## src/hw/cbst_pkg.sv

```systemverilog
// Purpose: Shared constants for the cell balance switch timer register bank
// Assumes: APB with 32-bit data, one aligned word per register
// Notes: Register offsets are word indices; the byte address is four times the index
package cbst_pkg;
  // Register indices and the word-aligned byte addresses derived from them
  localparam logic [9:0] IDX_SWITCH_CTRL = 10'h06f;
  localparam logic [9:0] IDX_MASTER_EXP = 10'h070;
  localparam logic [9:0] IDX_CELL_EXP_TWO = 10'h071;
  localparam logic [9:0] IDX_BAL_CTRL = 10'h07e;
  localparam logic [9:0] IDX_BAL_STATUS = 10'h07f;
  localparam int ADDR_W = 12;
  localparam logic [ADDR_W-1:0] ADDR_SWITCH_CTRL = {IDX_SWITCH_CTRL, 2'b00};
  localparam logic [ADDR_W-1:0] ADDR_MASTER_EXP = {IDX_MASTER_EXP, 2'b00};
  localparam logic [ADDR_W-1:0] ADDR_CELL_EXP_TWO = {IDX_CELL_EXP_TWO, 2'b00};
  localparam logic [ADDR_W-1:0] ADDR_BAL_CTRL = {IDX_BAL_CTRL, 2'b00};
  localparam logic [ADDR_W-1:0] ADDR_BAL_STATUS = {IDX_BAL_STATUS, 2'b00};

  // Field layout
  localparam int CELLS = 14;
  localparam int EXP_W = 10;
  localparam int MODE_W = 3;
  localparam int RESTART_BIT = 15;
  localparam int EXPIRED_BIT = 15;
  localparam int RUNNING_BIT = 14;
  localparam int CELL_TWO_IDX = 0;

  // Reset values
  localparam logic [EXP_W-1:0] EXP_RESET = 10'h000;
  localparam logic [CELLS-1:0] SWEN_RESET = 14'h0000;
  localparam logic [MODE_W-1:0] MODE_RESET = 3'h0;

  // Special expiry codes
  localparam logic [EXP_W-1:0] EXP_FOREVER = 10'h3ff;
  localparam logic [EXP_W-1:0] EXP_EXPIRED = 10'h000;

  // Balance mode encodings
  localparam logic [MODE_W-1:0] MODE_OFF = 3'h0;
  localparam logic [MODE_W-1:0] MODE_DISCHARGE = 3'h1;
  localparam logic [MODE_W-1:0] MODE_MANUAL_SEC = 3'h2;
  localparam logic [MODE_W-1:0] MODE_MANUAL_MIN = 3'h3;
  localparam logic [MODE_W-1:0] MODE_GROUP_MIN = 3'h5;
  localparam logic [MODE_W-1:0] MODE_INDIV_HR = 3'h7;
  localparam int MODE_AUTO_BIT = 2;
  localparam int MODE_INDIV_BIT = 1;

  // Time base
  localparam longint CLK_HZ = 20_000_000;
  localparam longint SECOND_S = 1;
  localparam longint SEC_CYCLES = CLK_HZ * SECOND_S;
  localparam int PRE_W = 25;
  localparam logic [5:0] SUB_UNITS_LAST = 6'h3b;

  typedef enum logic [1:0] {
    UNIT_SEC,
    UNIT_MIN,
    UNIT_HR
  } cbst_unit_t;
endpackage

```

## src/hw/cbst_regs.sv

```systemverilog
// Purpose: Balance switch control, expiry registers and balance elapsed timer behind APB
// Assumes: pclk at 20 MHz; APB master holds each request until pready
// Notes: One wait state on every access; writes commit at the pready edge
//
// Decided for this implementation: the APB slave port.
`timescale 1ns/1ps
module cbst_regs #(
  parameter longint SEC_CYCLES = cbst_pkg::SEC_CYCLES
) (
  // Clock and reset
  input wire logic pclk,
  input wire logic presetn,
  // APB slave
  input wire logic psel,
  input wire logic penable,
  input wire logic pwrite,
  input wire logic [cbst_pkg::ADDR_W-1:0] paddr,
  input wire logic [31:0] pwdata,
  output logic [31:0] prdata,
  output logic pready,
  output logic pslverr,
  // Balancing switch drive and status
  output logic [cbst_pkg::CELLS-1:0] switch_close,
  output logic balance_active
);
  localparam logic [cbst_pkg::PRE_W-1:0] PRE_LAST = cbst_pkg::PRE_W'(SEC_CYCLES - 1);

  function automatic cbst_pkg::cbst_unit_t unit_of(input logic [cbst_pkg::MODE_W-1:0] m);
    unique case (m)
      cbst_pkg::MODE_MANUAL_MIN: unit_of = cbst_pkg::UNIT_MIN;
      cbst_pkg::MODE_INDIV_HR: unit_of = cbst_pkg::UNIT_HR;
      cbst_pkg::MODE_GROUP_MIN: unit_of = cbst_pkg::UNIT_MIN;
      default: unit_of = cbst_pkg::UNIT_SEC;
    endcase
  endfunction

  function automatic logic is_done(input logic [cbst_pkg::EXP_W-1:0] lim, input logic [cbst_pkg::EXP_W-1:0] t);
    is_done = (lim == cbst_pkg::EXP_EXPIRED) || ((lim != cbst_pkg::EXP_FOREVER) && (t >= lim));
  endfunction

  logic [cbst_pkg::MODE_W-1:0] mode_q, mode_d;
  logic [cbst_pkg::CELLS-1:0] swen_q, swen_d;
  logic [cbst_pkg::EXP_W-1:0] mexp_q, mexp_d;
  logic [cbst_pkg::EXP_W-1:0] cexp_q, cexp_d;
  logic [cbst_pkg::EXP_W-1:0] timer_q, timer_d;
  logic [cbst_pkg::PRE_W-1:0] pre_q, pre_d;
  logic [5:0] sec_q, sec_d;
  logic [5:0] min_q, min_d;
  logic [31:0] prdata_q, prdata_d;
  logic pready_q, pready_d;
  logic pslverr_q, pslverr_d;
  logic [cbst_pkg::CELLS-1:0] switch_q, switch_d;
  logic active_q, active_d;

  logic acc_first, acc_commit, wr;
  logic mapped;
  logic manual, auto_mode, indiv;
  logic master_done, cell_done, all_done;
  logic restart, new_event, running;
  logic sec_tick, min_tick, hr_tick, unit_tick;
  logic [cbst_pkg::CELLS-1:0] done_mask;

  always_comb begin
    acc_first = psel && penable && !pready_q;
    acc_commit = psel && penable && pready_q;
    wr = acc_commit && pwrite;
    mapped = (paddr == cbst_pkg::ADDR_SWITCH_CTRL) || (paddr == cbst_pkg::ADDR_MASTER_EXP) ||
             (paddr == cbst_pkg::ADDR_CELL_EXP_TWO) || (paddr == cbst_pkg::ADDR_BAL_CTRL) ||
             (paddr == cbst_pkg::ADDR_BAL_STATUS);
    manual = (mode_q == cbst_pkg::MODE_MANUAL_SEC) || (mode_q == cbst_pkg::MODE_MANUAL_MIN);
    auto_mode = mode_q[cbst_pkg::MODE_AUTO_BIT];
    indiv = auto_mode && mode_q[cbst_pkg::MODE_INDIV_BIT];
    master_done = is_done(mexp_q, timer_q);
    cell_done = is_done(cexp_q, timer_q);
    all_done = master_done && (!indiv || cell_done);
    running = (mode_q != cbst_pkg::MODE_OFF) && !all_done;
    // Restart only in manual mode and only before expiry; the bit itself is never stored
    restart = wr && (paddr == cbst_pkg::ADDR_SWITCH_CTRL) && pwdata[cbst_pkg::RESTART_BIT] &&
              manual && !master_done;
    new_event = wr && (paddr == cbst_pkg::ADDR_BAL_CTRL);
    sec_tick = running && (pre_q == PRE_LAST);
    min_tick = sec_tick && (sec_q == cbst_pkg::SUB_UNITS_LAST);
    hr_tick = min_tick && (min_q == cbst_pkg::SUB_UNITS_LAST);
    unique case (unit_of(mode_q))
      cbst_pkg::UNIT_MIN: unit_tick = min_tick;
      cbst_pkg::UNIT_HR: unit_tick = hr_tick;
      default: unit_tick = sec_tick;
    endcase
    for (int i = 0; i < cbst_pkg::CELLS; i++) begin
      done_mask[i] = (indiv && i == cbst_pkg::CELL_TWO_IDX) ? cell_done : master_done;
    end
  end

  // Register file writes
  always_comb begin
    mode_d = mode_q;
    swen_d = swen_q;
    mexp_d = mexp_q;
    cexp_d = cexp_q;
    if (wr) begin
      unique case (paddr)
        cbst_pkg::ADDR_SWITCH_CTRL: begin
          if (!(mode_q == cbst_pkg::MODE_DISCHARGE || auto_mode)) begin
            swen_d = pwdata[cbst_pkg::CELLS-1:0];
          end
        end
        cbst_pkg::ADDR_MASTER_EXP: begin
          if (mode_q == cbst_pkg::MODE_OFF) begin
            mexp_d = pwdata[cbst_pkg::EXP_W-1:0];
          end
        end
        cbst_pkg::ADDR_CELL_EXP_TWO: begin
          if (!auto_mode) begin
            cexp_d = pwdata[cbst_pkg::EXP_W-1:0];
          end
        end
        cbst_pkg::ADDR_BAL_CTRL: mode_d = pwdata[cbst_pkg::MODE_W-1:0];
        default: ;
      endcase
    end
  end

  // Elapsed timer and its unit prescalers
  always_comb begin
    pre_d = pre_q;
    sec_d = sec_q;
    min_d = min_q;
    timer_d = timer_q;
    if (restart || new_event || mode_q == cbst_pkg::MODE_OFF) begin
      pre_d = '0;
      sec_d = '0;
      min_d = '0;
      timer_d = '0;
    end else if (running) begin
      pre_d = sec_tick ? '0 : pre_q + 1'b1;
      if (sec_tick) begin
        sec_d = min_tick ? 6'h00 : sec_q + 6'h01;
      end
      if (min_tick) begin
        min_d = hr_tick ? 6'h00 : min_q + 6'h01;
      end
      if (unit_tick && timer_q != cbst_pkg::EXP_FOREVER) begin
        timer_d = timer_q + 1'b1;
      end
    end
  end

  // Switch drive and bus answer
  always_comb begin
    switch_d = '0;
    if (mode_q != cbst_pkg::MODE_OFF) begin
      switch_d = swen_q & ~done_mask;
    end
    active_d = running;
    pready_d = acc_first;
    pslverr_d = acc_first && !mapped;
    prdata_d = prdata_q;
    if (acc_first) begin
      prdata_d = 32'h0000_0000;
      unique case (paddr)
        cbst_pkg::ADDR_SWITCH_CTRL: prdata_d[cbst_pkg::CELLS-1:0] = swen_q;
        cbst_pkg::ADDR_MASTER_EXP: prdata_d[cbst_pkg::EXP_W-1:0] = mexp_q;
        cbst_pkg::ADDR_CELL_EXP_TWO: prdata_d[cbst_pkg::EXP_W-1:0] = cexp_q;
        cbst_pkg::ADDR_BAL_CTRL: prdata_d[cbst_pkg::MODE_W-1:0] = mode_q;
        cbst_pkg::ADDR_BAL_STATUS: begin
          prdata_d[cbst_pkg::EXP_W-1:0] = timer_q;
          prdata_d[cbst_pkg::RUNNING_BIT] = running;
          prdata_d[cbst_pkg::EXPIRED_BIT] = all_done;
        end
        default: ;
      endcase
    end
  end

  // Register file state
  always_ff @(posedge pclk or negedge presetn) begin
    if (!presetn) begin
      mode_q <= cbst_pkg::MODE_RESET;
      swen_q <= cbst_pkg::SWEN_RESET;
      mexp_q <= cbst_pkg::EXP_RESET;
      cexp_q <= cbst_pkg::EXP_RESET;
    end else begin
      mode_q <= mode_d;
      swen_q <= swen_d;
      mexp_q <= mexp_d;
      cexp_q <= cexp_d;
    end
  end

  // Elapsed timer state
  always_ff @(posedge pclk or negedge presetn) begin
    if (!presetn) begin
      timer_q <= '0;
      pre_q <= '0;
      sec_q <= '0;
      min_q <= '0;
    end else begin
      timer_q <= timer_d;
      pre_q <= pre_d;
      sec_q <= sec_d;
      min_q <= min_d;
    end
  end

  // Bus answer and switch drive state
  always_ff @(posedge pclk or negedge presetn) begin
    if (!presetn) begin
      prdata_q <= 32'h0000_0000;
      pready_q <= 1'b0;
      pslverr_q <= 1'b0;
      switch_q <= '0;
      active_q <= 1'b0;
    end else begin
      prdata_q <= prdata_d;
      pready_q <= pready_d;
      pslverr_q <= pslverr_d;
      switch_q <= switch_d;
      active_q <= active_d;
    end
  end

  assign prdata = prdata_q;
  assign pready = pready_q;
  assign pslverr = pslverr_q;
  assign switch_close = switch_q;
  assign balance_active = active_q;
endmodule

```

## config.mk

```make
export PLATFORM = sky130hd
export DESIGN_NAME = cbst_regs
export DESIGN_NICKNAME = d
export VERILOG_FILES = /design/src/hw/cbst_pkg.sv /design/src/hw/cbst_regs.sv
export SDC_FILE = /design/constraint.sdc
export NUM_CORES = 1
export LEC_CHECK = 0
export BUFFER_PORTS_ARGS = -buffer_cell sky130_fd_sc_hd__clkbuf_2
export CAP_MARGIN = 40
export CORE_MARGIN = 4
export CORE_UTILIZATION = 57
export DETAILED_ROUTE_END_ITERATION = 6
export GPL_ROUTABILITY_DRIVEN = 0
export PLACE_DENSITY = 0.8
export SYNTH_ARGS = -nofsm -noshare
export SYNTH_HDL_FRONTEND = slang
export SYNTH_SLANG_ARGS = --single-unit
```

## constraint.sdc

```tcl
create_clock -name pclk -period 4.15 [get_ports pclk]
set_clock_uncertainty 0.15 [all_clocks]
set_input_delay 0.6225 -clock pclk [delete_from_list [all_inputs] [get_ports pclk]]
set_output_delay 0.6225 -clock pclk [all_outputs]
set_load 0.01 [all_outputs]
```

* Yosys cells after proc, flatten, opt, wreduce, memory -nomap -nowiden
Index checks and enable logic that the tools add are counted.
** Cells by class
- Eq/ne operators :: 18
- Order comparisons :: 2
- Reductions and logical operators :: 51
- Bitwise logic cells :: 4
- Muxes and demuxes :: 22
- $add $sub $neg :: 4
** Operators with widths (number)
- 2-to-1 mux 25 bit :: 3
- equality test 12 x 9 -> 1 bit (second input constant) :: 5
- 2-to-1 mux 6 bit :: 8
- 2-to-1 mux 10 bit :: 3
- != test 10 bit (second input constant) :: 3
- case mux 7 bit (4 select lines) :: 1
- adder 25 x 1 -> 25 bit (second input constant) :: 1
- equality test 25 bit (second input constant) :: 1
- >= comparator 10 bit :: 2
- logical NOT 10 bit :: 2
- logical AND 1 bit :: 19
- case mux 3 bit (5 select lines) :: 1
- bitwise AND 14 bit :: 1
- 2-to-1 mux 14 bit :: 1
- inverter 14 bit :: 1
- adder 6 x 1 -> 6 bit (second input constant) :: 2
- equality test 6 bit (second input constant) :: 2
- logical OR 1 bit :: 11
- adder 10 x 1 -> 10 bit (second input constant) :: 1
- AND reduction 3 bit :: 3
- AND reduction 2 bit :: 4
- nonzero test 2 bit :: 4
- equality test 3 x 2 -> 1 bit (second input constant) :: 2
- equality test 3 bit (second input constant) :: 2
- other kinds (13) :: 18
** Storage, ports and cells
- Register bits after elaboration :: 117
- Output and inout port bits :: 49
- Word-level logic and storage cells :: 114
- Input bits :: 49

* Logic depth before layout (Yosys ltp)
Gate-level depths: netlist (run 1).
- Depth in word-level cells :: 15
- Gate-level depth with buffers :: 11
- Depth with buffers taken out :: 9

* Worst setup path after synthesis (run 1)
Ideal clock, no wire load.
- Path type :: input-to-reg
- From :: in paddr[9] (netlist bit)
- To :: reg pre_q[23] (netlist bit)
- Data arrival time :: 2804 ps
- Buffers on the path :: 1
- Stages on the path :: 8
- Required time :: 3879 ps
- Slack :: 1074 ps
- Library setup time :: 121 ps
- Cell sequence :: or4b_4 or3_4 o41ai_4 a21oi_2 buf_6 a2111oi_1 xnor2_1 nor2_1
** Between the ends
- Longest elaborated chain between the ends :: 8
- Elaborated cells between the ends (all ways) :: 11
- Classes of those cells :: eq/ne: 2; mux: 1; reduce/logical: 8
** Ends and longest elaborated chain
- start, declared :: line cbst_regs.sv:17 : input wire logic [cbst_pkg::ADDR_W-1:0] paddr,
- equality test 12 x 9 -> 1 bit :: line cbst_regs.sv:78 : restart = wr && (paddr == cbst_pkg::ADDR_SWITCH_CTRL) && pwdata[cbst_pkg::RESTART_BIT] &&
- logical AND 1 bit (3 in series) :: line cbst_regs.sv:78
- logical AND 1 bit :: line cbst_regs.sv:79 : manual && !master_done;
- logical OR 1 bit (*) (2 in series) :: line cbst_regs.sv:129 : if (restart || new_event || mode_q == cbst_pkg::MODE_OFF) begin
- 2-to-1 mux 25 bit / nonzero test 2 bit (equally long branches)
- end signal, assigned :: line cbst_regs.sv:199 : pre_q <= pre_d;
- end, declared :: line cbst_regs.sv:46 : logic [cbst_pkg::PRE_W-1:0] pre_q, pre_d;
Every way passes the cells marked *; elsewhere a longest branch is shown, timed or not.
A chain may end at the register's enable or synchronous reset.

* Worst setup path in the final report (run 1)
- From :: reg cexp_q[3] (netlist bit)
- To :: reg pre_q[24] (netlist bit)
** Between the ends
- Longest elaborated chain between the ends :: 11
- Elaborated cells between the ends (all ways) :: 14
- Classes of those cells :: order compare: 1; eq/ne: 1; mux: 3; reduce/logical: 9
** Ends and longest elaborated chain
- start, declared :: line cbst_regs.sv:44 : logic [cbst_pkg::EXP_W-1:0] cexp_q, cexp_d;
- start signal, assigned :: line cbst_regs.sv:181 : cexp_q <= cbst_pkg::EXP_RESET;
- start signal, assigned :: line cbst_regs.sv:186 : cexp_q <= cexp_d;
- >= comparator 10 bit / != test 10 bit (equally long branches) :: line cbst_regs.sv:38 : is_done = (lim == cbst_pkg::EXP_EXPIRED) || ((lim != cbst_pkg::EXP_FOREVER) && (t >= lim));
- logical AND 1 bit :: line cbst_regs.sv:38
- logical OR 1 bit (*) :: line cbst_regs.sv:38
- logical OR 1 bit (*) :: line cbst_regs.sv:75 : all_done = master_done && (!indiv || cell_done);
- logical AND 1 bit (*) :: line cbst_regs.sv:75
- logical NOT 1 bit (*) :: line cbst_regs.sv:76 : running = (mode_q != cbst_pkg::MODE_OFF) && !all_done;
- logical AND 1 bit (*) :: line cbst_regs.sv:76
- logical AND 1 bit :: line cbst_regs.sv:81 : sec_tick = running && (pre_q == PRE_LAST);
- 2-to-1 mux 25 bit :: line cbst_regs.sv:135 : pre_d = sec_tick ? '0 : pre_q + 1'b1;
- 2-to-1 mux 25 bit :: line cbst_regs.sv:134 : end else if (running) begin
- 2-to-1 mux 25 bit :: line cbst_regs.sv:129
Every way passes the cells marked *; elsewhere a longest branch is shown, timed or not. The select of a mux whose other input is x is not followed.

==> results.md, run 1 <==
* Synthesis Warnings at 0
* Fmax achieved at 288 MHz
* Status: finished with violations
* R2r endpoint: pre_q[24]
* Rel. slew slack at 0.452
* Starting density of the core at 0.585
* CTS sink cnt at 117
* CTS tree: yes
* Root Buffer: clkbuf_16
* Setup crit start kind: flop
* Vias in the first global route at 5496
* Number of synthesized flops with an enable pin at 0
* Clk buf depth at 2
* Cells on worst reg2reg path at 11
* Largest net degree at the start of global routing at 44
* Sequential cell area fraction in the yosys report at 0.457
* Cts bufs inserted at 17
* DRT iter0 DRCs at 528
* Max-slew violation count at 0
* Number of distinct library cells after synthesis at 61
* Clk network pwr share at 0.521
* Reg2reg setup slack at 0.67 ns
* Power per Cell Area at 352 nW/µm²
* Biggest area consumer among synthesized cells: dfrtp_1
* Final Cycle Share at 0.837
* PostCTS Resize Cnt at 0
* Congestion Overflow GR at 0
* Maximum vdd ir drop at 0.253 mV
* Wire per inst at 18.5 µm
* N_diodes at 0
* I/O Pins at 98
* Port Buf Inserts at 64
* Sw frac at 0.229
* Setup Buffers After CTS at 0
* Nets at 789
* Via-to-Cell Ratio at 6.20
* Crit path capture type: flop
* NetSw at 0.594 mW
* Synth top area share at 0.457
* CP Max Fanout at 24
* Vias at 5370
* Cell Rows at 38
* Drc violations at 0
* Setup Total Neg Slack at 0 ns
* WS Path Type: flop to flop
* Cts-stage hold buffer count at 0
* Slack of the critical path at 0.675 ns
* Top FF cell, synth: dfrtp_1
* DP Wirelength at 11200 µm
* Mapped Area at 6400 µm²
* Final hold violations at 7
* Lkg Pwr at 3.22 nW
* Die height at 114 µm
* # setup viols final at 0
* Die area at 13000 µm²
* Final Cell Area at 7390 µm²
* DIE WIDTH at 114 µm
* Minimum clock period at 3.48 ns
* Worst-skew pair later-pin latency at 0.41 ns
* Routed Antenna Nets at 0
* Post-synth top cells: dfrtp_1 (117), nand2_1 (55), nor2_1 (46), a21oi_1 (42), mux2_2 (39)
* Pint at 2.01 mW
* Clock transition at path regs at 0.06 ns
* Syn Inst Count at 645
* 1st-pass router iterations at 6
* Final wirelength at 16100 µm
* Combinational power share at 0.034
* CP arrival at 3.58 ns
* Worst hold path type: primary input to async pin
* Synth Register Bits at 117
* Initial antenna violation count at 0
* Share of layout cells above drive strength 1 at 0.219
* Post-DP Area at 6840 µm²
* H-tree levels at 4
* RSZ-0062 raised after global routing: no
* Async S/R FF share, synth at 1.00
* Top-count cell post-synth: dfrtp_1
* R2r startpoint: cexp_q[3]
* Layout Area Growth over Synthesis at 15.4%
* Seq pwr share at 0.444
* Max_cap viols at 0
* Syn Area/Cell at 9.92 µm²
* Hold_ws at -0.00622 ns
* CP Data Required Time at 4.26 ns
* Setup WS pre-CTS at 0.572 ns
* Tightest Pin Transition at 0.801 ns
* Synth area leaders: dfrtp_1 (46%), mux2_2 (6.9%), ha_1 (5.1%), a21oi_1 (3.3%), nand2_1 (3.2%)
* Overall global routing resource usage at 0.262
* Violated checks: hold timing
* Core box area at 10900 µm²
* First-pass GRT wire length at 27200 µm
* Power Total at 2.60 mW
==> worst max-delay path by stage <==
stage | from | end | slack (ns)
CTS | timer_q[0] | pre_q[24] | 0.67
global route | timer_q[0] | timer_q[2] | 0.44
finish | cexp_q[3] | pre_q[24] | 0.67
global placement | paddr[9] | pre_q[10] | 0.62
detailed placement | paddr[9] | pre_q[10] | 0.57
floorplan | paddr[9] | pre_q[23] | 1.07
==> final cells by class <==
cell class / instances / area (µm²)
fill: 788 / 3550
multi-input combinational: 471 / 3210
sequential: 117 / 2930
clock buffer: 18 / 439
timing repair buffer: 75 / 409
tap: 140 / 175
inverter: 32 / 120
clock inverter: 13 / 110
==> state kept, by name (all words and copies together), names as in the netlist, 3 cells and up <==
name	cells
pre_q	25
swen_q	14
min_q	6
timer_q	10
mode_q	3
prdata	16
sec_q	6
mexp_q	10
cexp_q	10
switch_close	14
==> per-layer routing <==
layer,global-route usage,up-vias,part of all wire
met4,0.0974,0,0.018
met2,0.440,226,0.51
met3,0.0546,37,0.067
met1,0.336,2652,0.41
met5,0,-,0
li1,-,2455,-
==> power by group through the flow <==
stage	Combinational [mW]	Clock, mW	Sequential, mW
after detailed placement	0.0899	0	1.17
after CTS	0.0907	1.37	1.15
final	0.0892	1.36	1.15
after global placement	0.0865	0	1.17
after global routing	0.101	1.43	1.15
after floorplan	0.0391	0	1.18
==> layout by cell type, fill, tap and decap left out, types with 5 or more instances in the layout <==
master      instances
nor4_1              7
a2111oi_0           5
clkinv_2            5
clkbuf_16          17
ha_1               26
xnor2_1            23
nor2_1             46
conb_1             16
o211ai_1            6
or3_1              12
and2_1             16
nand3_1            28
buf_4              11
clkinvlp_4          5
o21ai_0            29
nand4_1            13
a21oi_1            42
mux2_2             39
a22oi_1             5
and4_1              5
nor3_1             10
a211oi_1            9
a2111oi_1           5
or4_1               6
nand2_1            55
inv_1              32
clkbuf_2           63
dfrtp_1           117
==> critical path, cell delays in order (launching register included) <==
cell	delay, ns
dfrtp_1	0.43
inv_1	0.07
ha_1	0.31
a211oi_1	0.22
o21ai_0	0.13
a2111oi_0	0.50
buf_4	0.21
o21bai_2	0.11
buf_4	0.28
a2111oi_0	0.59
xnor2_1	0.22
nor2_1	0.09
==> stage by stage <==
| step | util | hold slack, ns | cells |
|---|---|---|---|
| after floorplan | - | 0.177 | 660 |
| after global placement | 0.624 | 0.298 | 834 |
| after detailed placement | 0.625 | 0.311 | 835 |
| after CTS | 0.676 | 0.00906 | 866 |
| after global routing | 0.676 | 0.0221 | 866 |
| final | 0.676 | -0.00622 | 866 |
==> logic make-up (layout without fill, tap and decap cells) <==
kind of cell	count (synthesis)	count (layout)	share of synthesized area
xor gates and xnor gates	25	25	0.0342
muxes	42	42	0.0733
AOI/OAI and AO/OA	138	138	0.149
DFF	117	117	0.457
other	1	16	0.000586
adders and majority gates	26	26	0.0508
buffers and inverters	72	138	0.0532
and+or+nand+nor	224	224	0.181
Note: power is estimated with default switching activity, not from simulation.
==> run 2, diff against run 1 <==
--- a/config.mk
+++ b/config.mk
@@ -5,13 +5,14 @@
 export SDC_FILE = /design/constraint.sdc
 export NUM_CORES = 1
 export LEC_CHECK = 0
+export ABC_AREA = 1
 export BUFFER_PORTS_ARGS = -buffer_cell sky130_fd_sc_hd__clkbuf_2
 export CAP_MARGIN = 40
 export CORE_MARGIN = 4
-export CORE_UTILIZATION = 57
+export CORE_UTILIZATION = 58
 export DETAILED_ROUTE_END_ITERATION = 6
 export GPL_ROUTABILITY_DRIVEN = 0
-export PLACE_DENSITY = 0.8
+export PLACE_DENSITY = 0.81
 export SYNTH_ARGS = -nofsm -noshare
 export SYNTH_HDL_FRONTEND = slang
 export SYNTH_SLANG_ARGS = --single-unit
==> constraint.sdc (replaced) <==
create_clock -name pclk -period 3.4 [get_ports pclk]
set_clock_uncertainty 0.15 [all_clocks]
set_input_delay 0.51 -clock pclk [delete_from_list [all_inputs] [get_ports pclk]]
set_output_delay 0.51 -clock pclk [all_outputs]
set_load 0.01 [all_outputs]
==> results.md, run 2 <==
* Port Buf Inserts at 64 (unchanged)
* DIE WIDTH at 116 µm (was 114 µm)
* DP Wirelength at 12200 µm (was 11200 µm)
* Core box area at 11500 µm² (was 10900 µm²)
* Post-route insts no fill at 1103 (was 866)
* M2 GR Usage at 0.393 (was 0.440)
* Wire per inst at 15.5 µm (was 18.5 µm)
* Synthesis Warnings at 0 (unchanged)
* Max_cap viols at 0 (unchanged)
* Congestion Overflow GR at 0 (unchanged)
* Critical Path End: min_q[0] (was pre_q[24])
* Syn Area/Cell at 7.79 µm² (was 9.92 µm²)
* Clk buf depth at 2 (unchanged)
* Minimum clock period at 2.95 ns (was 3.48 ns)
* I/O Pins at 98 (unchanged)
* Synth top area share at 0.430 (was 0.457)
* Reg2reg setup slack at 0.45 ns (was 0.67 ns)
* Final wirelength at 17100 µm (was 16100 µm)
* Cell Rows at 39 (was 38)
* Status: finished, final reports clean (was finished with violations)
* Vias at 6251 (was 5370)
* Slowest CP cell: dfrtp_1 (was a2111oi_0)
* CP Max Fanout at 19 (was 24)
* First-pass GRT wire length at 28000 µm (was 27200 µm)
* Busiest grt layer: met2 (unchanged)
* CP Buf/Inv Count at 2 (was 3)
* Placed cells at 1070 (was 835)
* Cells on worst reg2reg path at 16 (was 11)
* R2r endpoint: min_q[0] (was pre_q[24])
* RSZ-0062 raised after global routing: no (unchanged)
* Clock transition at path regs at 0.05 ns (was 0.06 ns)
* Setup crit start kind: flop (unchanged)
* PostCTS Resize Cnt at 0 (unchanged)
* Via-to-Cell Ratio at 5.67 (was 6.20)
* Die height at 116 µm (was 114 µm)
* Crit-path leading delay family: simple AND/OR/NAND/NOR gates (was compound AO/OA/AOI/OAI gates)
* # setup viols final at 0 (unchanged)
* Post-synth top cells: nand2_1 (202), inv_1 (125), dfrtp_1 (117), nor2_1 (65), o21ai_0 (56) (was dfrtp_1 (117), nand2_1 (55), nor2_1 (46), a21oi_1 (42), mux2_2 (39))
* Max reg flops at 25 (unchanged)
* CTS sink cnt at 117 (unchanged)
* Hold_ws at 0.181 ns (was -0.00622 ns)
* Die area at 13500 µm² (was 13000 µm²)
* R2r startpoint: mexp_q[3] (was cexp_q[3])
* Max-slew violation count at 0 (unchanged)
* Routed Antenna Nets at 0 (unchanged)
* Synth Register Bits at 117 (unchanged)
* N_diodes at 0 (unchanged)
* Grt met3 use at 0.0679 (was 0.0546)
* Vias in the first global route at 5766 (was 5496)
* CP Data Required Time at 3.56 ns (was 4.26 ns)
* DRT iter0 DRCs at 746 (was 528)
* Tightest Pin Transition at 0.823 ns (was 0.801 ns)
* CP arrival at 3.11 ns (was 3.58 ns)
* Critical Path Most Common Cell: nand2_1
* FF+latch area at 2930 µm² (unchanged)
* Commonest cells after routing, fill and taps aside: nand2_1 (202), inv_1 (125), dfrtp_1 (117) (was dfrtp_1 (117), clkbuf_2 (63), nand2_1 (55))
* Lkg Pwr at 3.82 nW (was 3.22 nW)
* Fmax achieved at 339 MHz (was 288 MHz)
* Layout Area Growth over Synthesis at 15.2% (was 15.4%)
* Sequential cell area fraction in the yosys report at 0.430 (was 0.457)
* 1st-pass router iterations at 6 (unchanged)
* Overall global routing resource usage at 0.267 (was 0.262)
* Syn Inst Count at 874 (was 645)
* Async S/R FF share, synth at 1.00 (unchanged)
* Top-count cell post-synth: nand2_1 (was dfrtp_1)
* Max incr delay on CP at 0.43 ns (was 0.59 ns)
* Final Cycle Share at 0.867 (was 0.837)
* Synth area leaders: dfrtp_1 (43%), nand2_1 (11%), inv_1 (6.9%), ha_1 (4.8%), o21ai_0 (4.1%) (was dfrtp_1 (46%), mux2_2 (6.9%), ha_1 (5.1%), a21oi_1 (3.3%), nand2_1 (3.2%))
* Final hold violations at 0 (was 7)
* Maximum vdd ir drop at 0.558 mV (was 0.253 mV)
* Critical Path, Cell by Cell: inv_1, ha_1, nand2_1, nand2_1, nand2_1, nand2_1, nand2_1, nand4_1, nand2_1, nand2_2, nand2_4, nand3_1, nor2_1, inv_1, nand3_1, nand2_1 (was inv_1, ha_1, a211oi_1, o21ai_0, a2111oi_0, buf_4, o21bai_2, buf_4, a2111oi_0, xnor2_1, nor2_1)
* Largest Register: pre_q (unchanged)
* Worst hold path type: primary input to flop (was primary input to async pin)
* Setup Buffers After CTS at 0 (unchanged)
* Rel. slew slack at 0.450 (was 0.452)
* Biggest area consumer among synthesized cells: dfrtp_1 (unchanged)
* Largest net degree at the start of global routing at 57 (was 44)
* Worst-skew pair later-pin latency at 0.42 ns (was 0.41 ns)
* Cts bufs inserted at 17 (unchanged)
* Critical Path Stages at 16 (was 11)
* Number of distinct library cells after synthesis at 39 (was 61)
* CTS tree: yes (unchanged)
* Area of the multi-input gates at 3240 µm² (was 3210 µm²)
* Fillers at 929 (was 788)
* Crit path capture type: flop (unchanged)
* Setup Total Neg Slack at 0 ns (unchanged)
* Top FF cell, synth: dfrtp_1 (unchanged)
* H-tree levels at 4 (unchanged)
* Starting density of the core at 0.594 (was 0.585)
* Nets at 1022 (was 789)
* Share of layout cells above drive strength 1 at 0.131 (was 0.219)
* Met1 GRT Util at 0.377 (was 0.336)
* Root Buffer: clkbuf_16 (unchanged)
* Initial antenna violation count at 0 (unchanged)
* Number of synthesized flops with an enable pin at 0 (unchanged)
* Mapped Area at 6810 µm² (was 6400 µm²)
* WS Path Type: flop to flop (unchanged)
* Commonest non-fill, non-tap cell in the layout: nand2_1 (was dfrtp_1)
* Power per Cell Area at 423 nW/µm² (was 352 nW/µm²)
* Drc violations at 0 (unchanged)
* Start point of the critical path: mexp_q[3] (was cexp_q[3])
## run 2: per-layer routing
layer	wire (µm)	part of all wire
met2	7310	0.43
met1	7610	0.44
met4	420	0.025
met3	1800	0.10
met5	0	0
## run 2: cells by family after synthesis
family                     count (synthesis)  share of synthesized area
xor gates and xnor gates                  30                     0.0386
other                                      1                   0.000550
DFF                                      117                      0.430
muxes                                      4                    0.00661
and+or+nand+nor                          429                      0.290
AOI/OAI and AO/OA                        103                     0.0841
adders and majority gates                 26                     0.0477
buffers and inverters                    164                      0.103
## run 2: per-stage QoR
| step | util | total power [mW] | instance area [µm²] | setup slack, ns |
|---|---|---|---|---|
| 6_report | 0.685 | 3.32 | 7850 | 0.452 |
| 5_1_grt | 0.685 | 3.42 | 7850 | 0.237 |
| 4_1_cts | 0.685 | 3.33 | 7850 | 0.508 |
| 3_5_place_dp | 0.631 | 1.54 | 7240 | 0.510 |
| 3_3_place_gp | 0.631 | 1.53 | 7240 | 0.580 |
| 2_1_floorplan | - | 1.48 | 6870 | 1.25 |
## run 2: how the worst min path moves through the flow
stage,to,start,cells after the start
floorplan,balance_active,presetn,0
CTS,swen_q[13],pwdata[13],2
detailed placement,prdata[7],prdata[7],2
global placement,swen_q[2],swen_q[2],2
finish,swen_q[13],pwdata[13],2
global route,swen_q[13],pwdata[13],2
## run 2: report_power, final
| part | leakage, nW | internal [mW] | switching [mW] | total, mW |
|---|---|---|---|---|
| sequential | 1.63 | 1.40 | 0.00370 | 1.40 |
| combinational | 1.91 | 0.0310 | 0.0783 | 0.109 |
| clock | 0.285 | 1.16 | 0.642 | 1.81 |
## run 2: repair_timing
item                                    CTS  global route
hold endpoints to repair                 41             0
endpoints found under the setup margin    0             0
hold buffers                              1             0
## run 2: worst register-to-register path, stage by stage (launching register included)
cell     delay, ns
dfrtp_1       0.43
inv_1         0.11
ha_1          0.33
nand2_1       0.07
nand2_1       0.05
nand2_1       0.05
nand2_1       0.05
nand2_1       0.06
nand4_1       0.07
nand2_1       0.08
nand2_2       0.25
nand2_4       0.32
nand3_1       0.25
nor2_1        0.26
inv_1         0.17
nand3_1       0.10
nand2_1       0.05
## run 2: final cells by class
class | count | share of cell area
tap | 143 | 0.0228
inverter | 127 | 0.0607
clock buffer | 19 | 0.0564
timing repair buffer | 76 | 0.0545
multi-input combinational | 608 | 0.413
sequential | 117 | 0.373
clock inverter | 13 | 0.0201
==> run 3, diff against run 2 <==
--- a/config.mk
+++ b/config.mk
@@ -8,11 +8,13 @@
 export ABC_AREA = 1
 export BUFFER_PORTS_ARGS = -buffer_cell sky130_fd_sc_hd__clkbuf_2
 export CAP_MARGIN = 40
+export CELL_PAD_IN_SITES_DETAIL_PLACEMENT = 1
+export CELL_PAD_IN_SITES_GLOBAL_PLACEMENT = 1
 export CORE_MARGIN = 4
-export CORE_UTILIZATION = 58
+export CORE_UTILIZATION = 43
 export DETAILED_ROUTE_END_ITERATION = 6
 export GPL_ROUTABILITY_DRIVEN = 0
-export PLACE_DENSITY = 0.81
+export PLACE_DENSITY_LB_ADDON = 0.1
 export SYNTH_ARGS = -nofsm -noshare
 export SYNTH_HDL_FRONTEND = slang
 export SYNTH_SLANG_ARGS = --single-unit
==> results.md, run 3 (synthesized netlist as in run 2, its figures left out) <==
* Wire per inst at 18.4 µm (was 15.5 µm)
* CTS sink cnt at 117 (unchanged)
* Via-to-Cell Ratio at 5.45 (was 5.67)
* Port Buf Inserts at 64 (unchanged)
* Met3 Routed Length at 1250 µm (was 1800 µm)
* 1st-pass router iterations at 5 (was 6)
* Metal-1 WL at 10300 µm (was 7610 µm)
* Status: finished, final reports clean (unchanged)
* Largest Register: pre_q (unchanged)
* WS Path Type: flop to flop (unchanged)
* H-tree levels at 4 (unchanged)
* Vias in the first global route at 6655 (was 5766)
* Setup crit start kind: flop (unchanged)
* Clock transition at path regs at 0.06 ns (was 0.05 ns)
* DP Wirelength at 15900 µm (was 12200 µm)
* Largest net degree at the start of global routing at 59 (was 57)
* Worst hold path type: primary input to flop (unchanged)
* DIE WIDTH at 134 µm (was 116 µm)
* Starting density of the core at 0.443 (was 0.594)
* Max-slew violation count at 0 (unchanged)
* CTS tree: yes (unchanged)
* RSZ-0062 raised after global routing: no (unchanged)
* Rel. slew slack at 0.374 (was 0.450)
* I/O Pins at 98 (unchanged)
* Fin util at 0.518 (was 0.685)
* Power per Cell Area at 424 nW/µm² (was 423 nW/µm²)
* Die height at 134 µm (was 116 µm)
* Critical Path End: timer_q[6] (was min_q[0])
* Share of layout cells above drive strength 1 at 0.136 (was 0.131)
* Reg2reg setup slack at 0.33 ns (was 0.45 ns)
* Minimum clock period at 3.07 ns (was 2.95 ns)
* Crit path capture type: flop (unchanged)
* Lkg Pwr at 3.85 nW (was 3.82 nW)
* Fillers at 1932 (was 929)
* Initial antenna violation count at 0 (unchanged)
* Commonest cells after routing, fill and taps aside: nand2_1 (202), inv_1 (125), dfrtp_1 (117) (unchanged)
* Met2 WL at 9730 µm (was 7310 µm)
* N_diodes at 0 (unchanged)
* Maximum vdd ir drop at 0.386 mV (was 0.558 mV)
* CP Data Required Time at 3.61 ns (was 3.56 ns)
* Max_cap viols at 0 (unchanged)
* Cell Rows at 45 (was 39)
* Final hold violations at 0 (unchanged)
* Core box area at 15400 µm² (was 11500 µm²)
* Fmax achieved at 326 MHz (was 339 MHz)
* DRT iter0 DRCs at 328 (was 746)
* R2r endpoint: timer_q[6] (was min_q[0])
* Clk buf depth at 2 (unchanged)
* CP Max Fanout at 15 (was 19)
* Cts bufs inserted at 17 (unchanged)
* Die area at 17900 µm² (was 13500 µm²)
* Setup Total Neg Slack at 0 ns (unchanged)
* Tightest Pin Transition at 0.936 ns (was 0.823 ns)
* CP arrival at 3.28 ns (was 3.11 ns)
* # setup viols final at 0 (unchanged)
* Start point of the critical path: timer_q[9] (was mexp_q[3])
* Top sig layer: met4 (unchanged)
* Commonest non-fill, non-tap cell in the layout: nand2_1 (unchanged)
* Root Buffer: clkbuf_16 (unchanged)
* Overall global routing resource usage at 0.249 (was 0.267)
* Routed Antenna Nets at 0 (unchanged)
* R2r startpoint: timer_q[9] (was mexp_q[3])
* Nets at 1026 (was 1022)
* Final Cycle Share at 0.902 (was 0.867)
* Vias at 6407 (was 6251)
* Max reg flops at 25 (unchanged)
* First-pass GRT wire length at 35300 µm (was 28000 µm)
* Worst-skew pair later-pin latency at 0.43 ns (was 0.42 ns)
* Drc violations at 0 (unchanged)
* Layout Area Growth over Synthesis at 17.0% (was 15.2%)
* Final wirelength at 21600 µm (was 17100 µm)
* Cells on worst reg2reg path at 13 (was 16)
* Congestion Overflow GR at 0 (unchanged)
run 3: power breakdown:
group | switching, mW | internal, mW
logic | 0.0830 | 0.0311
registers | 0.00470 | 1.40
clock network | 0.741 | 1.12
total | 0.829 | 2.55
run 3: worst min path at each step:
stage,start,end,cells after the start
floorplan,presetn,balance_active,0
global placement,presetn,swen_q[12],1
detailed placement,presetn,swen_q[11],1
CTS,pwdata[10],swen_q[10],2
global route,pwdata[10],swen_q[10],2
finish,pwdata[10],swen_q[10],2
run 3: cell type report:
cell class                 instances  area (µm²)  share of cell area
tap                              211         264              0.0331
sequential                       117        2930               0.367
timing repair buffer              80         458              0.0575
multi-input combinational        608        3240               0.407
inverter                         127         477              0.0598
clock inverter                    14         163              0.0204
clock buffer                      18         439              0.0551
run 3: what timing repair did:
item | 4_1_cts | 5_1_grt
resized for setup | 0 | 0
endpoints found under the hold margin | 19 | 0
endpoints found under the setup margin | 0 | 0
hold buffers | 1 | 0
buffers inserted | 0 | 0
run 3: critical path, stage by stage (launching register included):
cell     delay, ns
dfrtp_1       0.46
ha_1          0.35
nand2_1       0.08
nor2_1        0.17
nand3_1       0.11
nand4_1       0.12
nand2_1       0.08
nand2_2       0.32
nand2_4       0.19
nand3_1       0.24
nor2_1        0.10
nor2_2        0.41
nand2_1       0.11
nand2_1       0.10
run 3: layer usage:
| layer | vias to the layer above | global-route usage |
|---|---|---|
| met5 | - | 0 |
| met4 | 0 | 0.0817 |
| met3 | 34 | 0.0473 |
| met2 | 191 | 0.389 |
| met1 | 3172 | 0.350 |
| li1 | 3010 | - |
run 3: per-stage QoR:
| step | hold WS (ns) | cells | worst slack, ns | area [µm²] | power, mW |
|---|---|---|---|---|---|
| after global placement | 0.257 | 1142 | 0.550 | 7360 | 1.54 |
| final | 0.158 | 1175 | 0.333 | 7970 | 3.38 |
| after global routing | 0.159 | 1175 | 0.0634 | 7970 | 3.48 |
| after detailed placement | 0.257 | 1142 | 0.363 | 7360 | 1.54 |
| after CTS | 0.148 | 1175 | 0.346 | 7970 | 3.40 |
| after floorplan | 0.0644 | 889 | 1.25 | 6870 | 1.48 |
